File: src/design/cpa_defs.svh
/*
  Register addresses, field positions, reset values and masks of the
  counter array PWM block.
  Assumes the CPU presents 8-bit special-function-register addresses.
*/
`ifndef CPA_DEFS_SVH
`define CPA_DEFS_SVH

// ----------------------------------------------------------------
// Register addresses
// ----------------------------------------------------------------
`define CPA_ADDR_CTRL0 8'hA4
`define CPA_ADDR_STATUS 8'hA5
`define CPA_ADDR_CTRL1 8'hBC
`define CPA_ADDR_CNTL0 8'hA2
`define CPA_ADDR_CNTH0 8'hA3
`define CPA_ADDR_CNTL1 8'hBA
`define CPA_ADDR_CNTH1 8'hBB
`define CPA_ADDR_MODE0 8'hA9
`define CPA_ADDR_MODE1 8'hAA
`define CPA_ADDR_MODE2 8'hAB
`define CPA_ADDR_MODE3 8'hBD
`define CPA_ADDR_MODE4 8'hBE
`define CPA_ADDR_MODE5 8'hBF
`define CPA_ADDR_CMPL0 8'hAC
`define CPA_ADDR_CMPH0 8'hAD
`define CPA_ADDR_CMPL1 8'hAF
`define CPA_ADDR_CMPH1 8'hB1
`define CPA_ADDR_CMPL2 8'hB2
`define CPA_ADDR_CMPH2 8'hB3
`define CPA_ADDR_CMPL3 8'hC1
`define CPA_ADDR_CMPH3 8'hC2
`define CPA_ADDR_CMPL4 8'hC3
`define CPA_ADDR_CMPH4 8'hC4
`define CPA_ADDR_CMPL5 8'hC5
`define CPA_ADDR_CMPH5 8'hC6

// ----------------------------------------------------------------
// Control register fields
// ----------------------------------------------------------------
`define CPA_CTL_ALL 7
`define CPA_CTL_RUN 6
`define CPA_CTL_OVIE 5
`define CPA_CTL_IDLE 4
`define CPA_CTL_W10 2
`define CPA_CTL0_WMASK 8'hF7
`define CPA_CTL1_WMASK 8'h77

// ----------------------------------------------------------------
// Channel mode fields and status bits
// ----------------------------------------------------------------
`define CPA_MODE_EIRQ 7
`define CPA_MODE_ECOMP 6
`define CPA_MODE_MATCH 3
`define CPA_MODE_WIDE 2'b11
`define CPA_STA_BLK0_OVERFLOW 3
`define CPA_STA_BLK1_OVERFLOW 7
`define CPA_RESET_BYTE 8'h00
`define CPA_TEN_MASK 16'h03FF
`define CPA_FULL_MASK 16'hFFFF

`endif

File: src/design/cpa_pkg.sv
/*
  Types shared by the counter array PWM design.
  Assumes nothing beyond a SystemVerilog tool.
*/
package cpa_pkg;
  // Counter clock source, in control-field encoding order
  typedef enum logic [1:0] {
    CPA_SRC_PRESC,
    CPA_SRC_T0,
    CPA_SRC_EXT,
    CPA_SRC_NONE
  } cpa_clksrc_t;
  typedef logic [7:0] cpa_byte_t;
endpackage

File: src/design/cpa_channel.sv
/*
  One channel module: mode register, compare pair, PWM output and
  match pulse.
  Assumes the parent supplies the already width-masked counter value.
*/
`include "cpa_defs.svh"
module cpa_channel
  import cpa_pkg::*;
(
  input wire logic mclk, // System clock
  input wire logic arst_n, // Async reset, active low
  input wire logic mode_wr, // Write strobe, mode register
  input wire logic lo_wr, // Write strobe, low compare byte
  input wire logic hi_wr, // Write strobe, high compare byte
  input wire cpa_byte_t wdata, // Write data
  input wire logic [15:0] cnt, // Masked counter value
  input wire logic wide10, // Block is in 10-bit width
  input wire logic tick, // Counter advance this cycle
  output cpa_byte_t mode_q, // Mode register
  output cpa_byte_t cmp_lo_q, // Low compare byte
  output cpa_byte_t cmp_hi_q, // High compare byte
  output logic pwm_q, // PWM level
  output logic match_q // One-cycle match pulse
);
  logic [15:0] cmp_v;

  // ----------------------------------------------------------------
  // Mode register with comparator-enable side effects
  // ----------------------------------------------------------------
  always_ff @(posedge mclk or negedge arst_n) begin
    if (!arst_n) begin
      mode_q <= `CPA_RESET_BYTE;
    end else if (mode_wr) begin
      mode_q <= wdata;
    end else if (lo_wr) begin
      mode_q[`CPA_MODE_ECOMP] <= 1'b0;
    end else if (hi_wr) begin
      mode_q[`CPA_MODE_ECOMP] <= 1'b1;
    end
  end

  // Compare bytes
  always_ff @(posedge mclk or negedge arst_n) begin
    if (!arst_n) begin
      cmp_lo_q <= `CPA_RESET_BYTE;
      cmp_hi_q <= `CPA_RESET_BYTE;
    end else begin
      if (lo_wr) cmp_lo_q <= wdata;
      if (hi_wr) cmp_hi_q <= wdata;
    end
  end

  // Upper six high bits drop out in 10-bit width
  assign cmp_v = wide10 ? ({cmp_hi_q, cmp_lo_q} & `CPA_TEN_MASK)
                        : {cmp_hi_q, cmp_lo_q};

  // ----------------------------------------------------------------
  // PWM level: high from compare to wrap; counter 0 after wrap drops it
  // ----------------------------------------------------------------
  always_ff @(posedge mclk or negedge arst_n) begin
    if (!arst_n) begin
      pwm_q <= 1'b0;
    end else begin
      pwm_q <= (mode_q[1:0] == `CPA_MODE_WIDE) && mode_q[`CPA_MODE_ECOMP]
               && (cnt >= cmp_v);
    end
  end

  // Match pulse, only on an advancing count so one event per value
  always_ff @(posedge mclk or negedge arst_n) begin
    if (!arst_n) begin
      match_q <= 1'b0;
    end else begin
      match_q <= tick && mode_q[`CPA_MODE_MATCH] && mode_q[`CPA_MODE_ECOMP]
                 && (cnt == cmp_v);
    end
  end
endmodule // cpa_channel

File: src/design/cpa_top.sv
/*
  Counter array PWM top: two counter blocks, six channel modules, the
  control and shared status registers and the CPU interrupt request.
  Assumes a single-cycle SFR write strobe on mclk, prescaler and timer 0
  ticks as one-cycle pulses on mclk, external clock pins asynchronous.
*/
`include "cpa_defs.svh"
module cpa_top
  import cpa_pkg::*;
#(
  parameter int NBLK = 2, // Counter blocks
  parameter int NCH = 3 // Channels per block
) (
  input wire logic mclk, // 25 MHz system clock
  input wire logic arst_n, // Async reset, active low
  input wire cpa_byte_t sfr_addr, // SFR address
  input wire cpa_byte_t sfr_wdata, // SFR write data
  input wire logic sfr_wr, // SFR write strobe, one cycle
  output cpa_byte_t sfr_rdata_q, // Read data, one cycle after address
  input wire logic [NBLK-1:0] presc_tick, // Prescaler output pulses
  input wire logic [NBLK-1:0] t0_ovf, // Timer 0 overflow pulses
  input wire logic [NBLK-1:0] ext_clk, // External counter clock pins
  input wire logic cpu_idle, // CPU is in idle mode
  output logic [NBLK*NCH-1:0] channel_pin_out_q, // PWM pin levels
  output logic [NBLK*NCH-1:0] channel_pin_oe_q, // PWM pin drive enables
  output logic irq_q // Interrupt request to the CPU
);
  localparam int NC = NBLK * NCH;
  localparam logic [5:0][7:0] MODE_ADDR = {`CPA_ADDR_MODE5, `CPA_ADDR_MODE4,
    `CPA_ADDR_MODE3, `CPA_ADDR_MODE2, `CPA_ADDR_MODE1, `CPA_ADDR_MODE0};
  localparam logic [5:0][7:0] LO_ADDR = {`CPA_ADDR_CMPL5, `CPA_ADDR_CMPL4,
    `CPA_ADDR_CMPL3, `CPA_ADDR_CMPL2, `CPA_ADDR_CMPL1, `CPA_ADDR_CMPL0};
  localparam logic [5:0][7:0] HI_ADDR = {`CPA_ADDR_CMPH5, `CPA_ADDR_CMPH4,
    `CPA_ADDR_CMPH3, `CPA_ADDR_CMPH2, `CPA_ADDR_CMPH1, `CPA_ADDR_CMPH0};
  localparam logic [1:0][7:0] CTL_ADDR = {`CPA_ADDR_CTRL1, `CPA_ADDR_CTRL0};
  localparam logic [1:0][7:0] CTL_WMASK = {`CPA_CTL1_WMASK, `CPA_CTL0_WMASK};
  localparam logic [1:0][7:0] CL_ADDR = {`CPA_ADDR_CNTL1, `CPA_ADDR_CNTL0};
  localparam logic [1:0][7:0] CH_ADDR = {`CPA_ADDR_CNTH1, `CPA_ADDR_CNTH0};

  logic [NBLK-1:0][7:0] ctl_q;
  logic [NBLK-1:0][15:0] cnt_q;
  logic [NBLK-1:0][15:0] cnt_eff;
  logic [NBLK-1:0] ext_s1_q, ext_s2_q, ext_s3_q;
  logic [NBLK-1:0] tick, run_eff, ovf_evt, cl_wr, ch_wr;
  logic [NC-1:0][7:0] mode_q, cmp_lo_q, cmp_hi_q;
  logic [NC-1:0] mode_wr, lo_wr, hi_wr, pwm_q, match_q;
  logic [7:0] sta_q, sta_d, hw_set, irq_en;
  logic sta_wr;
  cpa_byte_t rdata_d;

  // ----------------------------------------------------------------
  // External clock pin synchroniser
  // ----------------------------------------------------------------
  // Second and third stages feed the edge detector, the first stays private
  always_ff @(posedge mclk or negedge arst_n) begin
    if (!arst_n) begin
      ext_s1_q <= '0;
      ext_s2_q <= '0;
      ext_s3_q <= '0;
    end else begin
      ext_s1_q <= ext_clk;
      ext_s2_q <= ext_s1_q;
      ext_s3_q <= ext_s2_q;
    end
  end

  // ----------------------------------------------------------------
  // Counter blocks
  // ----------------------------------------------------------------
  for (genvar b = 0; b < NBLK; b++) begin : g_blk
    assign cl_wr[b] = sfr_wr && (sfr_addr == CL_ADDR[b]);
    assign ch_wr[b] = sfr_wr && (sfr_addr == CH_ADDR[b]);
    // Start-all in block zero overrides each run bit
    assign run_eff[b] = ctl_q[b][`CPA_CTL_RUN] || ctl_q[0][`CPA_CTL_ALL];
    assign cnt_eff[b] = ctl_q[b][`CPA_CTL_W10] ? (cnt_q[b] & `CPA_TEN_MASK)
                                                : cnt_q[b];

    // Clock select and gating; source 11 never ticks
    always_comb begin
      unique case (cpa_clksrc_t'(ctl_q[b][1:0]))
        CPA_SRC_PRESC: tick[b] = presc_tick[b];
        CPA_SRC_T0: tick[b] = t0_ovf[b];
        CPA_SRC_EXT: tick[b] = ext_s2_q[b] && !ext_s3_q[b];
        CPA_SRC_NONE: tick[b] = 1'b0;
      endcase
      if (!run_eff[b] || (cpu_idle && ctl_q[b][`CPA_CTL_IDLE])) begin
        tick[b] = 1'b0;
      end
    end

    // Overflow when the masked count is at its top value; a same-cycle
    // counter write wins over the tick, so it neither rolls over nor flags
    assign ovf_evt[b] = tick[b] && !cl_wr[b] && !ch_wr[b] && (ctl_q[b][`CPA_CTL_W10]
                        ? (cnt_eff[b] == `CPA_TEN_MASK)
                        : (cnt_eff[b] == `CPA_FULL_MASK));

    // Control register, reserved bit held at zero
    always_ff @(posedge mclk or negedge arst_n) begin
      if (!arst_n) begin
        ctl_q[b] <= `CPA_RESET_BYTE;
      end else if (sfr_wr && (sfr_addr == CTL_ADDR[b])) begin
        ctl_q[b] <= sfr_wdata & CTL_WMASK[b];
      end
    end

    // Counter; software byte writes win over a tick in the same cycle
    always_ff @(posedge mclk or negedge arst_n) begin
      if (!arst_n) begin
        cnt_q[b] <= '0;
      end else if (cl_wr[b] || ch_wr[b]) begin
        if (cl_wr[b]) cnt_q[b][7:0] <= sfr_wdata;
        if (ch_wr[b]) cnt_q[b][15:8] <= sfr_wdata;
      end else if (tick[b]) begin
        if (ctl_q[b][`CPA_CTL_W10]) begin
          cnt_q[b][9:0] <= cnt_q[b][9:0] + 10'd1;
        end else begin
          cnt_q[b] <= cnt_q[b] + 16'd1;
        end
      end
    end
  end

  // ----------------------------------------------------------------
  // Channel modules
  // ----------------------------------------------------------------
  for (genvar c = 0; c < NC; c++) begin : g_ch
    assign mode_wr[c] = sfr_wr && (sfr_addr == MODE_ADDR[c]);
    assign lo_wr[c] = sfr_wr && (sfr_addr == LO_ADDR[c]);
    assign hi_wr[c] = sfr_wr && (sfr_addr == HI_ADDR[c]);

    cpa_channel cpa_channel_inst (
      .mclk(mclk),
      .arst_n(arst_n),
      .mode_wr(mode_wr[c]),
      .lo_wr(lo_wr[c]),
      .hi_wr(hi_wr[c]),
      .wdata(sfr_wdata),
      .cnt(cnt_eff[c/NCH]),
      .wide10(ctl_q[c/NCH][`CPA_CTL_W10]),
      .tick(tick[c/NCH]),
      .mode_q(mode_q[c]),
      .cmp_lo_q(cmp_lo_q[c]),
      .cmp_hi_q(cmp_hi_q[c]),
      .pwm_q(pwm_q[c]),
      .match_q(match_q[c])
    );
  end

  // Pin level registered once more after pwm_q; drive enable registered straight from the mode, one edge ahead of the level
  always_ff @(posedge mclk or negedge arst_n) begin
    if (!arst_n) begin
      channel_pin_out_q <= '0;
      channel_pin_oe_q <= '0;
    end else begin
      channel_pin_out_q <= pwm_q;
      for (int c = 0; c < NC; c++) begin
        channel_pin_oe_q[c] <= (mode_q[c][1:0] == `CPA_MODE_WIDE);
      end
    end
  end

  // ----------------------------------------------------------------
  // Shared status register and interrupt
  // ----------------------------------------------------------------
  assign sta_wr = sfr_wr && (sfr_addr == `CPA_ADDR_STATUS);
  assign hw_set = {ovf_evt[1], match_q[5:3], ovf_evt[0], match_q[2:0]};
  assign irq_en = {ctl_q[1][`CPA_CTL_OVIE], mode_q[5][`CPA_MODE_EIRQ],
                   mode_q[4][`CPA_MODE_EIRQ], mode_q[3][`CPA_MODE_EIRQ],
                   ctl_q[0][`CPA_CTL_OVIE], mode_q[2][`CPA_MODE_EIRQ],
                   mode_q[1][`CPA_MODE_EIRQ], mode_q[0][`CPA_MODE_EIRQ]};
  // Hardware set wins over a software clear in the same cycle
  assign sta_d = (sta_wr ? sfr_wdata : sta_q) | hw_set;

  always_ff @(posedge mclk or negedge arst_n) begin
    if (!arst_n) begin
      sta_q <= `CPA_RESET_BYTE;
    end else begin
      sta_q <= sta_d;
    end
  end

  always_ff @(posedge mclk or negedge arst_n) begin
    if (!arst_n) begin
      irq_q <= 1'b0;
    end else begin
      irq_q <= |(sta_q & irq_en);
    end
  end

  // ----------------------------------------------------------------
  // Read path; unmapped addresses read zero
  // ----------------------------------------------------------------
  always_comb begin
    rdata_d = '0;
    if (sfr_addr == `CPA_ADDR_STATUS) rdata_d = sta_q;
    for (int b = 0; b < NBLK; b++) begin
      if (sfr_addr == CTL_ADDR[b]) rdata_d = ctl_q[b];
      if (sfr_addr == CL_ADDR[b]) rdata_d = cnt_q[b][7:0];
      if (sfr_addr == CH_ADDR[b]) rdata_d = cnt_q[b][15:8];
    end
    for (int c = 0; c < NC; c++) begin
      if (sfr_addr == MODE_ADDR[c]) rdata_d = mode_q[c];
      if (sfr_addr == LO_ADDR[c]) rdata_d = cmp_lo_q[c];
      if (sfr_addr == HI_ADDR[c]) rdata_d = cmp_hi_q[c];
    end
  end

  always_ff @(posedge mclk or negedge arst_n) begin
    if (!arst_n) begin
      sfr_rdata_q <= '0;
    end else begin
      sfr_rdata_q <= rdata_d;
    end
  end
endmodule // cpa_top

File: config.mk
export PLATFORM = sky130hd
export DESIGN_NAME = cpa_top
export DESIGN_NICKNAME = d
export VERILOG_FILES = /design/src/design/cpa_pkg.sv /design/src/design/cpa_channel.sv /design/src/design/cpa_top.sv
export VERILOG_INCLUDE_DIRS = /design/src /design/src/design
export SDC_FILE = /design/constraint.sdc
export NUM_CORES = 1
export LEC_CHECK = 0
export ABC_AREA = 1
export BUFFER_PORTS_ARGS = -buffer_cell sky130_fd_sc_hd__buf_4
export CAP_MARGIN = 20
export CORE_ASPECT_RATIO = 0.7
export CORE_MARGIN = 1.5
export CORE_UTILIZATION = 62
export CTS_CLUSTER_DIAMETER = 80
export CTS_CLUSTER_SIZE = 24
export DETAILED_ROUTE_END_ITERATION = 6
export GPL_TIMING_DRIVEN = 1
export PLACE_DENSITY = 0.8
export REMOVE_ABC_BUFFERS = 1
export SETUP_SLACK_MARGIN = 0.05
export SLEW_MARGIN = 40
export SYNTH_ARGS = -nofsm -noshare
export SYNTH_HDL_FRONTEND = slang
export SYNTH_SLANG_ARGS = --single-unit
File: constraint.sdc
create_clock -name mclk -period 5.46 [get_ports mclk]
set_input_delay 1.092 -clock mclk [delete_from_list [all_inputs] [get_ports mclk]]
set_output_delay 1.092 -clock mclk [all_outputs]
set_load 0.03 [all_outputs]
==> results of run 1 <==
## worst min-delay path by stage
stage / end / slack [ns] / cells after the start
6_report: channel_pin_out_q[2] / 0.36 / 0
2_1_floorplan: channel_pin_out_q[0] / 0.33 / 0
3_3_place_gp: channel_pin_out_q[1] / 0.33 / 0
4_1_cts: channel_pin_out_q[2] / 0.36 / 0
5_1_grt: ext_s2_q[1] / 0.37 / 0
3_5_place_dp: ext_s2_q[0] / 0.33 / 0
## power breakdown
part / total (W) / switching (W) / internal, W
logic: 0.00100 / 0.000636 / 0.000366
registers: 0.00209 / 0.000220 / 0.00187
clock network: 0.00105 / 0.000572 / 0.000479
total: 0.00414 / 0.00143 / 0.00271
## cells in the mapped netlist (all sizes together), types with 3 or more instances
library cell    n  share of area
ha             98          0.091
dfrtp         236           0.44
clkinv          3        0.00093
buf             6         0.0031
a22oi           3         0.0017
clkbuf         44          0.012
xor2            6         0.0039
nand4          58          0.028
a21oi          70          0.026
nor3           21         0.0096
nand3b          3         0.0017
nand3          45          0.017
nor4            4         0.0028
or2             8         0.0037
a211oi          8         0.0045
a2111oi         3         0.0019
nand2         524           0.15
inv           200          0.056
nor2          146          0.045
a31oi          17         0.0079
o21ai         210          0.078
o211ai          3         0.0017
## metal layers
metal  track usage  vias to the layer above  part of all wire
li1              -                     5750                 -
met1         0.611                     5969              0.43
met2         0.531                      866              0.39
met3         0.116                       91              0.15
met4        0.0929                        0             0.028
met5             0                        -                 0
## layout by cell type, fill, tap and decap left out, types with 8 or more instances in the layout
master and count:
nor2_2 8, inv_2 20, nand2_2 9, ha_1 98, nor2_1 133, nand3_1 44, o21ai_0 205, buf_4 45
nor3_1 15, nand4_1 56, inv_1 179, clkbuf_16 13, nand2_1 515, a211oi_1 8, a21oi_1 69, a31oi_1 17
dfrtp_1 236
## through the flow
stage	power (W)	setup WS, ns	instances	area [um2]	hold slack [ns]
2_1_floorplan	0.00266	2.59	1694	13300	0.331
3_3_place_gp	0.00301	2.06	2017	14000	0.332
3_5_place_dp	0.00306	1.96	2018	14000	0.335
4_1_cts	0.00410	2.47	2032	14400	0.361
5_1_grt	0.00433	2.16	2032	14400	0.370
6_report	0.00414	2.28	2032	14400	0.360
## state kept, by name, summed over array words and instances, names as in the netlist
register,cells
channel_pin_oe_q,6
channel_pin_out_q,6
cnt_q,32
ctl_q,13
ext_s1_q,2
ext_s2_q,2
ext_s3_q,2
g_ch.cpa_channel_inst.cmp_hi_q,48
g_ch.cpa_channel_inst.cmp_lo_q,48
g_ch.cpa_channel_inst.match_q,6
g_ch.cpa_channel_inst.mode_q,48
g_ch.cpa_channel_inst.pwm_q,6
irq_q,1
sfr_rdata_q,8
sta_q,8
## cell families (layout without fill, tap and decap cells)
kind of cell             Yosys count  after routing  share of synthesized area
XOR/XNOR                           7              7                    0.00454
multiplexers                       1              1                   0.000835
AND/OR/NAND/NOR                  815            815                      0.259
flip-flops                       236            236                      0.438
buffers and inverters            253            265                     0.0719
adder cells (fa/ha/maj)           98             98                     0.0909
AO/OA/AOI/OAI                    334            334                      0.135
## cell type report
type / instances / area (um2) / share of cell area
clock inverters: 1 / 30.0 / 0.00209
flip-flops and latches: 236 / 5910 / 0.410
multi-input cells: 1255 / 6620 / 0.460
inverters: 203 / 763 / 0.0530
well taps: 276 / 345 / 0.0240
repair buffers: 48 / 400 / 0.0278
clock buffers: 13 / 325 / 0.0226
==> results.yml, run 1 <==
outcome:
  status: "finished clean"
die:
  die_area_um2: 22700
  die_w_um: 179
  start_util: 0.641
  num_rows: 44
  core-area_um2: 21000
  die_h_um: 126
  ios: 47
sta:
  rsz0062_at_grt: "no"
  post-route-period-util: 0.582
  fin_skew_ns: 0.0173
  relSlewSlack: 0.421
  hold_violations: 0
  setup-violations-final: 0
  slew_viol_final: 0
  fin_crit_ns: 3.18
  setup_tns_ns: 0
  fmax_ghz: 0.315
  worst_pin_slew_ns: 0.863
global_route:
  grt_max_degree: 120
  antenna_found_initial: 0
  grt_pass1_vias: 11500
  grt_usage: 0.392
  globalRouteOverflowTotal: 0
  grt_pass1_wl_um: 66300
setup_path:
  cp-start-kind: "flop"
  worstPathMaxFanout: 19
  worstPathRequired_ns: 5.77
  crit_start: "ctl_q[2]"
  cp_num_cells: 7
  crit_type: "reg2reg"
  reg2reg_slack_ns: 2.28
  path_cells: "clkinv_1 -> nand2_1 -> ha_1 -> nand4_1 -> nor3_1 -> nand3_1 -> nor4_1"
  max_stage_delay_ns: 0.69
  crit_family: "simple AND/OR/NAND/NOR gates"
  r2r_start: "ctl_q[2]"
  slowest_stage: "clkinv_1"
  cp-endpoint: "g_ch[2].cpa_channel_inst.match_q"
  critPathArrivalTime_ns: 3.48
  critical_path_buf_inv_count: 1
  reg2reg_depth: 7
  reg2reg_to: "g_ch[2].cpa_channel_inst.match_q"
  cp-end-kind: "flop"
detailed_routing:
  dr.pass1.iters: 6
  drc: 0
  routed_wl_um: 43500
  wl_per_cell_um: 21.4
  vias: 12700
  drtIter0Drc: 1881
  routed_via_density: 6.24
  ant_nets: 0
layout:
  nNetsFinal: 1881
  area_growth_pct: 6.67
  antenna_cells: 0
  n_fill_cell: 1761
  utilization: 0.684
  drive_gt1_frac: 0.0700
power:
  ir_worst_vdd_mv: 0.401
  leakagePower_nw: 6.62
  power.density_nw_per_um2: 288
clocking:
  cts_buffers: 13
  cts_tree: "done"
  htreeDepth: 1
  clock_sinks: 236
  clkLatencyLatePin_ns: 0.49
  path_clk_slew_ns: 0.10
  clockRootBuffer: "clkbuf_16"
  post_cts_resized: 0
  hold_buffers: 0
  clock_path_buffers: 3
  cts_setup_buffers: 0
synthesis:
  synthCells: 1744
  synthFlopType: "dfrtp_1"
  ys_ff_latch: 236
  synth_area_um2: 13500
  synth-edff-count: 0
  ys_seq_area_frac: 0.438
  syn_avg_cell_area_um2: 7.74
  synth_cell_type_count: 58
  synth-async-reset-ratio: 1.00
  synth_warnings: 0
place:
  dp_hpwl_um: 31800
  io_buffers: 46
  gp_congestion: 0.980
hold_path:
  hp-class: "reg2reg"
  hp-start: "g_ch[2].cpa_channel_inst.pwm_q"
flow_run:
  maxCapViolations: 0
Note: power is estimated with default switching activity, not from simulation.
==> run 2, diff against run 1 <==
==> constraint.sdc (replaced) <==
create_clock -name mclk -period 3.2 [get_ports mclk]
set_input_delay 0.64 -clock mclk [delete_from_list [all_inputs] [get_ports mclk]]
set_output_delay 0.64 -clock mclk [all_outputs]
set_load 0.03 [all_outputs]
==> run 2 against run 1 <==
Non-clock buffer count up 23. Wire length up 1.5%. Sequential share of layout area down 0.49 points. First-iteration DRC count down 12%. Critical path type unchanged. Core utilization up 0.83 points. Design area up 1.2%. Register-to-register slack worse by 1.9 ns. Clock power up 72%. Hold slack worse by 0.19 ns.
==> results.yml, run 2 (synthesized netlist as in run 1, its figures left out) <==
outcome:
  status: "finished clean"
die:
  ios: 47
  die_area_um2: 22700
  start_util: 0.641
  core-area_um2: 21000
  die_h_um: 126
  num_rows: 44
  die_w_um: 179
detailed_routing:
  drtIter0Drc: 1648
  routed_wl_um: 44100
  drc: 0
  ant_nets: 0
  wl_per_cell_um: 21.5
  dr.pass1.iters: 6
  vias: 12700
  routed_via_density: 6.17
layout:
  final_cell_mix: "nand2_1 (515), dfrtp_1 (236), o21ai_0 (205)"
  nNetsFinal: 1904
  final_common_cell: "nand2_1"
  drive_gt1_frac: 0.0787
  area_growth_pct: 7.97
  top_regs: "g_ch.cpa_channel_inst.cmp_hi_q x48, g_ch.cpa_channel_inst.cmp_lo_q x48, g_ch.cpa_channel_inst.mode_q x48"
power:
  power.density_nw_per_um2: 488
  combPwrFrac: 0.247
  ir_worst_vdd_mv: 0.428
  p_sw_frac: 0.346
  pwr-share-seq: 0.499
  leakagePower_nw: 6.74
  internal_power_w: 0.00465
  p_sw_w: 0.00246
  clock_power_share: 0.254
clocking:
  path_clk_slew_ns: 0.10
  cts_buffers: 13
  clock_path_buffers: 3
  clock_sinks: 236
  clockRootBuffer: "clkbuf_16"
  cts_setup_buffers: 0
  clkLatencyLatePin_ns: 0.49
  hold_buffers: 0
  htreeDepth: 1
  post_cts_resized: 0
  cts_tree: "done"
setup_path:
  critPathArrivalTime_ns: 3.18
  cp-end-kind: "flop"
  worstPathRequired_ns: 3.60
  worstPathMaxFanout: 10
  cp-start-kind: "flop"
  crit_type: "reg2reg"
global_route:
  antenna_found_initial: 0
  grt_pass1_vias: 11700
  globalRouteOverflowTotal: 0
  grt_usage: 0.399
  grt_max_degree: 88
  grt_pass1_wl_um: 67700
sta:
  post-route-period-util: 0.868
  rsz0062_at_grt: "no"
  slew_viol_final: 0
  fin_crit_ns: 2.78
  relSlewSlack: 0.511
  setup-violations-final: 0
  setup_tns_ns: 0
  fin_skew_ns: 0.0134
  fmax_ghz: 0.360
  worst_pin_slew_ns: 0.731
  hold_violations: 0
  worst_slack_ns: 0.422
hold_path:
  hp-class: "in2async"
flow_run:
  maxCapViolations: 0
place:
  gp_congestion: 1.03
  dp_hpwl_um: 32900
  io_buffers: 46
  pre_cts_ws_ns: 0.149
-- run 2: metal layers --
| metal | up-vias | part of all wire | global-route usage |
|---|---|---|---|
| met5 | - | 0 | 0 |
| met4 | 0 | 0.029 | 0.111 |
| met3 | 109 | 0.15 | 0.140 |
| met2 | 816 | 0.40 | 0.541 |
| met1 | 5975 | 0.42 | 0.601 |
| li1 | 5793 | - | - |
-- run 2: critical path, cell delays in order (launching register included) --
cell,delay (ns)
dfrtp_1,0.54
nor2_1,0.62
ha_1,0.27
nand2_1,0.08
nor3_1,0.35
inv_1,0.07
nor3_1,0.34
a2111oi_0,0.18
a211oi_1,0.24
-- run 2: final cells by class --
type                       instances  area, um2
fill                            1762       6460
multi-input combinational       1255       6620
sequential                       236       5910
tap                              276        345
clock buffer                      13        325
inverter                         203        763
antenna                            1       2.50
timing repair buffer              71        578
clock inverter                     1       30.0
-- run 2: final timing paths --
path	start	to	slack (ns)	cells after the start
min in group mclk	ext_clk[1]	ext_s1_q[1]	0.26	1
worst min-delay path	arst_n	cnt_q[9]	0.17	1
worst min register to register	g_ch[5].cpa_channel_inst.pwm_q	channel_pin_out_q[5]	0.36	0
worst max register to register	ctl_q[2]	g_ch[1].cpa_channel_inst.pwm_q	0.42	8
max in group asynchronous	arst_n	g_ch[4].cpa_channel_inst.cmp_hi_q[7]	2.21	2
worst max-delay path	ctl_q[2]	g_ch[1].cpa_channel_inst.pwm_q	0.42	8
-- run 2: metrics by stage --
step / cells / hold WS, ns / power [W] / util / area [um2]
final: 2056 / 0.171 / 0.00711 / 0.693 / 14600
after global routing: 2055 / 0.222 / 0.00742 / 0.692 / 14600
after CTS: 2055 / 0.190 / 0.00703 / 0.692 / 14600
after detailed placement: 2041 / 0.337 / 0.00527 / 0.676 / 14200
after global placement: 2041 / 0.332 / 0.00519 / 0.676 / 14200
after floorplan: 1694 / 0.331 / 0.00454 / - / 13300
-- run 2: power groups by stage --
stage	logic, W	clock network, W	registers (W)
after global placement	0.00161	0	0.00358
after floorplan	0.00111	0	0.00343
after detailed placement	0.00170	0	0.00357
after global routing	0.00198	0.00188	0.00357
after CTS	0.00171	0.00180	0.00352
final	0.00176	0.00181	0.00355
==> run 3, diff against run 2 <==
--- a/config.mk
+++ b/config.mk
@@ -7,7 +7,6 @@
 export NUM_CORES = 1
 export LEC_CHECK = 0
 export ABC_AREA = 1
-export BUFFER_PORTS_ARGS = -buffer_cell sky130_fd_sc_hd__buf_4
 export CAP_MARGIN = 20
 export CORE_ASPECT_RATIO = 0.7
 export CORE_MARGIN = 1.5
@@ -15,8 +14,9 @@
 export CTS_CLUSTER_DIAMETER = 80
 export CTS_CLUSTER_SIZE = 24
 export DETAILED_ROUTE_END_ITERATION = 6
+export DONT_BUFFER_PORTS = 1
 export GPL_TIMING_DRIVEN = 1
-export PLACE_DENSITY = 0.8
+export PLACE_DENSITY = 0.78
 export REMOVE_ABC_BUFFERS = 1
 export SETUP_SLACK_MARGIN = 0.05
 export SLEW_MARGIN = 40
==> run 3 against run 2 <==
The flow now finishes with violations (hold timing). Clock power shrank 3%. Non-clock buffer count shrank 52. Sequential cell count stayed put. Power fell by 2.9%. Wire length down 1.5%. Critical path type unchanged. Largest cell class unchanged.
==> results.yml, run 3 (synthesized netlist as in run 1, its figures left out) <==
setup_path:
  reg2reg_depth: 8
  reg2reg_slack_ns: 0.49
  max_stage_delay_ns: 0.58
  cp-end-kind: "flop"
  cp-start-kind: "flop"
  critPathArrivalTime_ns: 3.11
  crit_top_cell: "nor3_1"
  reg2reg_to: "g_ch[1].cpa_channel_inst.pwm_q"
  path_cells: "nor2_1 -> ha_1 -> nand4_1 -> nor3_1 -> inv_1 -> nor3_1 -> a2111oi_0 -> a211oi_1"
  slowest_stage: "nor2_1"
  r2r_start: "ctl_q[2]"
  worstPathRequired_ns: 3.59
  crit_start: "ctl_q[2]"
  crit_type: "reg2reg"
  worstPathMaxFanout: 10
detailed_routing:
  routed_wl_um: 43500
  drtIter0Drc: 1511
  ant_nets: 0
  routed_via_density: 6.15
  vias: 12300
  drc: 0
  wl_per_cell_um: 21.7
  dr.pass1.iters: 6
die:
  die_w_um: 179
  num_rows: 44
  die_area_um2: 22700
  core-area_um2: 21000
  start_util: 0.641
  ios: 47
  die_h_um: 126
flow_run:
  maxCapViolations: 0
sta:
  fin_crit_ns: 2.71
  fmax_ghz: 0.368
  post-route-period-util: 0.848
  hold_violations: 236
  slew_viol_final: 0
  setup_tns_ns: 0
  worst_slack_ns: 0.486
  worst_pin_slew_ns: 0.771
  relSlewSlack: 0.483
  rsz0062_at_grt: "no"
  whs_ns: -0.175
  setup-violations-final: 0
  fin_skew_ns: 0.0150
power:
  power.density_nw_per_um2: 489
  ir_worst_vdd_mv: 0.336
  leakagePower_nw: 6.46
outcome:
  status: "finished, violations left"
  failed_checks: "hold timing"
layout:
  antenna_cells: 0
  utilization: 0.672
  nNetsFinal: 1852
  area_growth_pct: 4.70
  top_regs: "g_ch.cpa_channel_inst.cmp_hi_q x48, g_ch.cpa_channel_inst.cmp_lo_q x48, g_ch.cpa_channel_inst.mode_q x48"
  drive_gt1_frac: 0.0532
  final_common_cell: "nand2_1"
  final_cell_mix: "nand2_1 (515), dfrtp_1 (236), o21ai_0 (205)"
clocking:
  path_clk_slew_ns: 0.10
  cts_tree: "done"
  cts_setup_buffers: 0
  post_cts_resized: 0
  clockRootBuffer: "clkbuf_16"
  clock_sinks: 236
  clkLatencyLatePin_ns: 0.50
  htreeDepth: 1
  cts_buffers: 13
  clock_path_buffers: 3
global_route:
  grt_pass1_vias: 11400
  globalRouteOverflowTotal: 0
  grt_pass1_wl_um: 66400
  grt_usage: 0.396
  antenna_found_initial: 0
  grt_max_degree: 237
place:
  io_buffers: 0
  pre_cts_ws_ns: 0.301
  gp_congestion: 1.05
  dp_hpwl_um: 31900
hold_path:
  hp-class: "in2async"
## run 3: cell types whose count changed in the layout (fill, tap and decap cells not counted), sizes merged
cell	delta
buf	-52
bufinv	-1
clkbuf	+2
diode	-1
## run 3: critical path: cells and delay by family (launching register included)
family                     cells  cell delay (ns)
and+or+nand+nor                4             1.30
DFF                            1             0.54
adders and majority gates      1             0.27
AOI/OAI and AO/OA              2             0.43
buffers and inverters          1             0.07
## run 3: layout make-up
class	instances	area [um2]
fill	1845	6910
multi-input combinational	1255	6620
sequential	236	5910
inverter	203	763
clock buffer	15	353
tap	276	345
timing repair buffer	19	143
## run 3: power by group
part | leakage (nW) | internal (W) | switching (W)
Clock | 0.175 | 0.000785 | 0.000973
Sequential | 3.16 | 0.00319 | 0.000363
Combinational | 3.12 | 0.000601 | 0.000997
## run 3: worst max path at each step
stage / endpoint / slack [ns] / cells after the start
finish: g_ch[1].cpa_channel_inst.pwm_q / 0.49 / 8
global route: sta_q[3] / 0.21 / 15
CTS: g_ch[1].cpa_channel_inst.pwm_q / 0.58 / 8
detailed placement: sfr_rdata_q[0] / 0.30 / 15
global placement: sfr_rdata_q[4] / 0.39 / 15
floorplan: sfr_rdata_q[7] / 0.78 / 15
## run 3: per-stage QoR
step	total power (W)	std cells	area, um2	hold slack (ns)
final	0.00691	2004	14100	-0.175
after global routing	0.00725	2004	14100	-0.172
after CTS	0.00686	2004	14100	-0.169
after detailed placement	0.00513	1989	13800	0.336
after global placement	0.00505	1989	13800	0.332
after floorplan	0.00454	1694	13300	0.331
## run 3: metal layers
metal	wire (um)	share of wire	track usage	up-vias
met5	0	0	0	-
met4	1280	0.029	0.111	0
met3	6660	0.15	0.134	88
met2	16900	0.39	0.523	761
met1	18600	0.43	0.610	5780
li1	-	-	-	5695
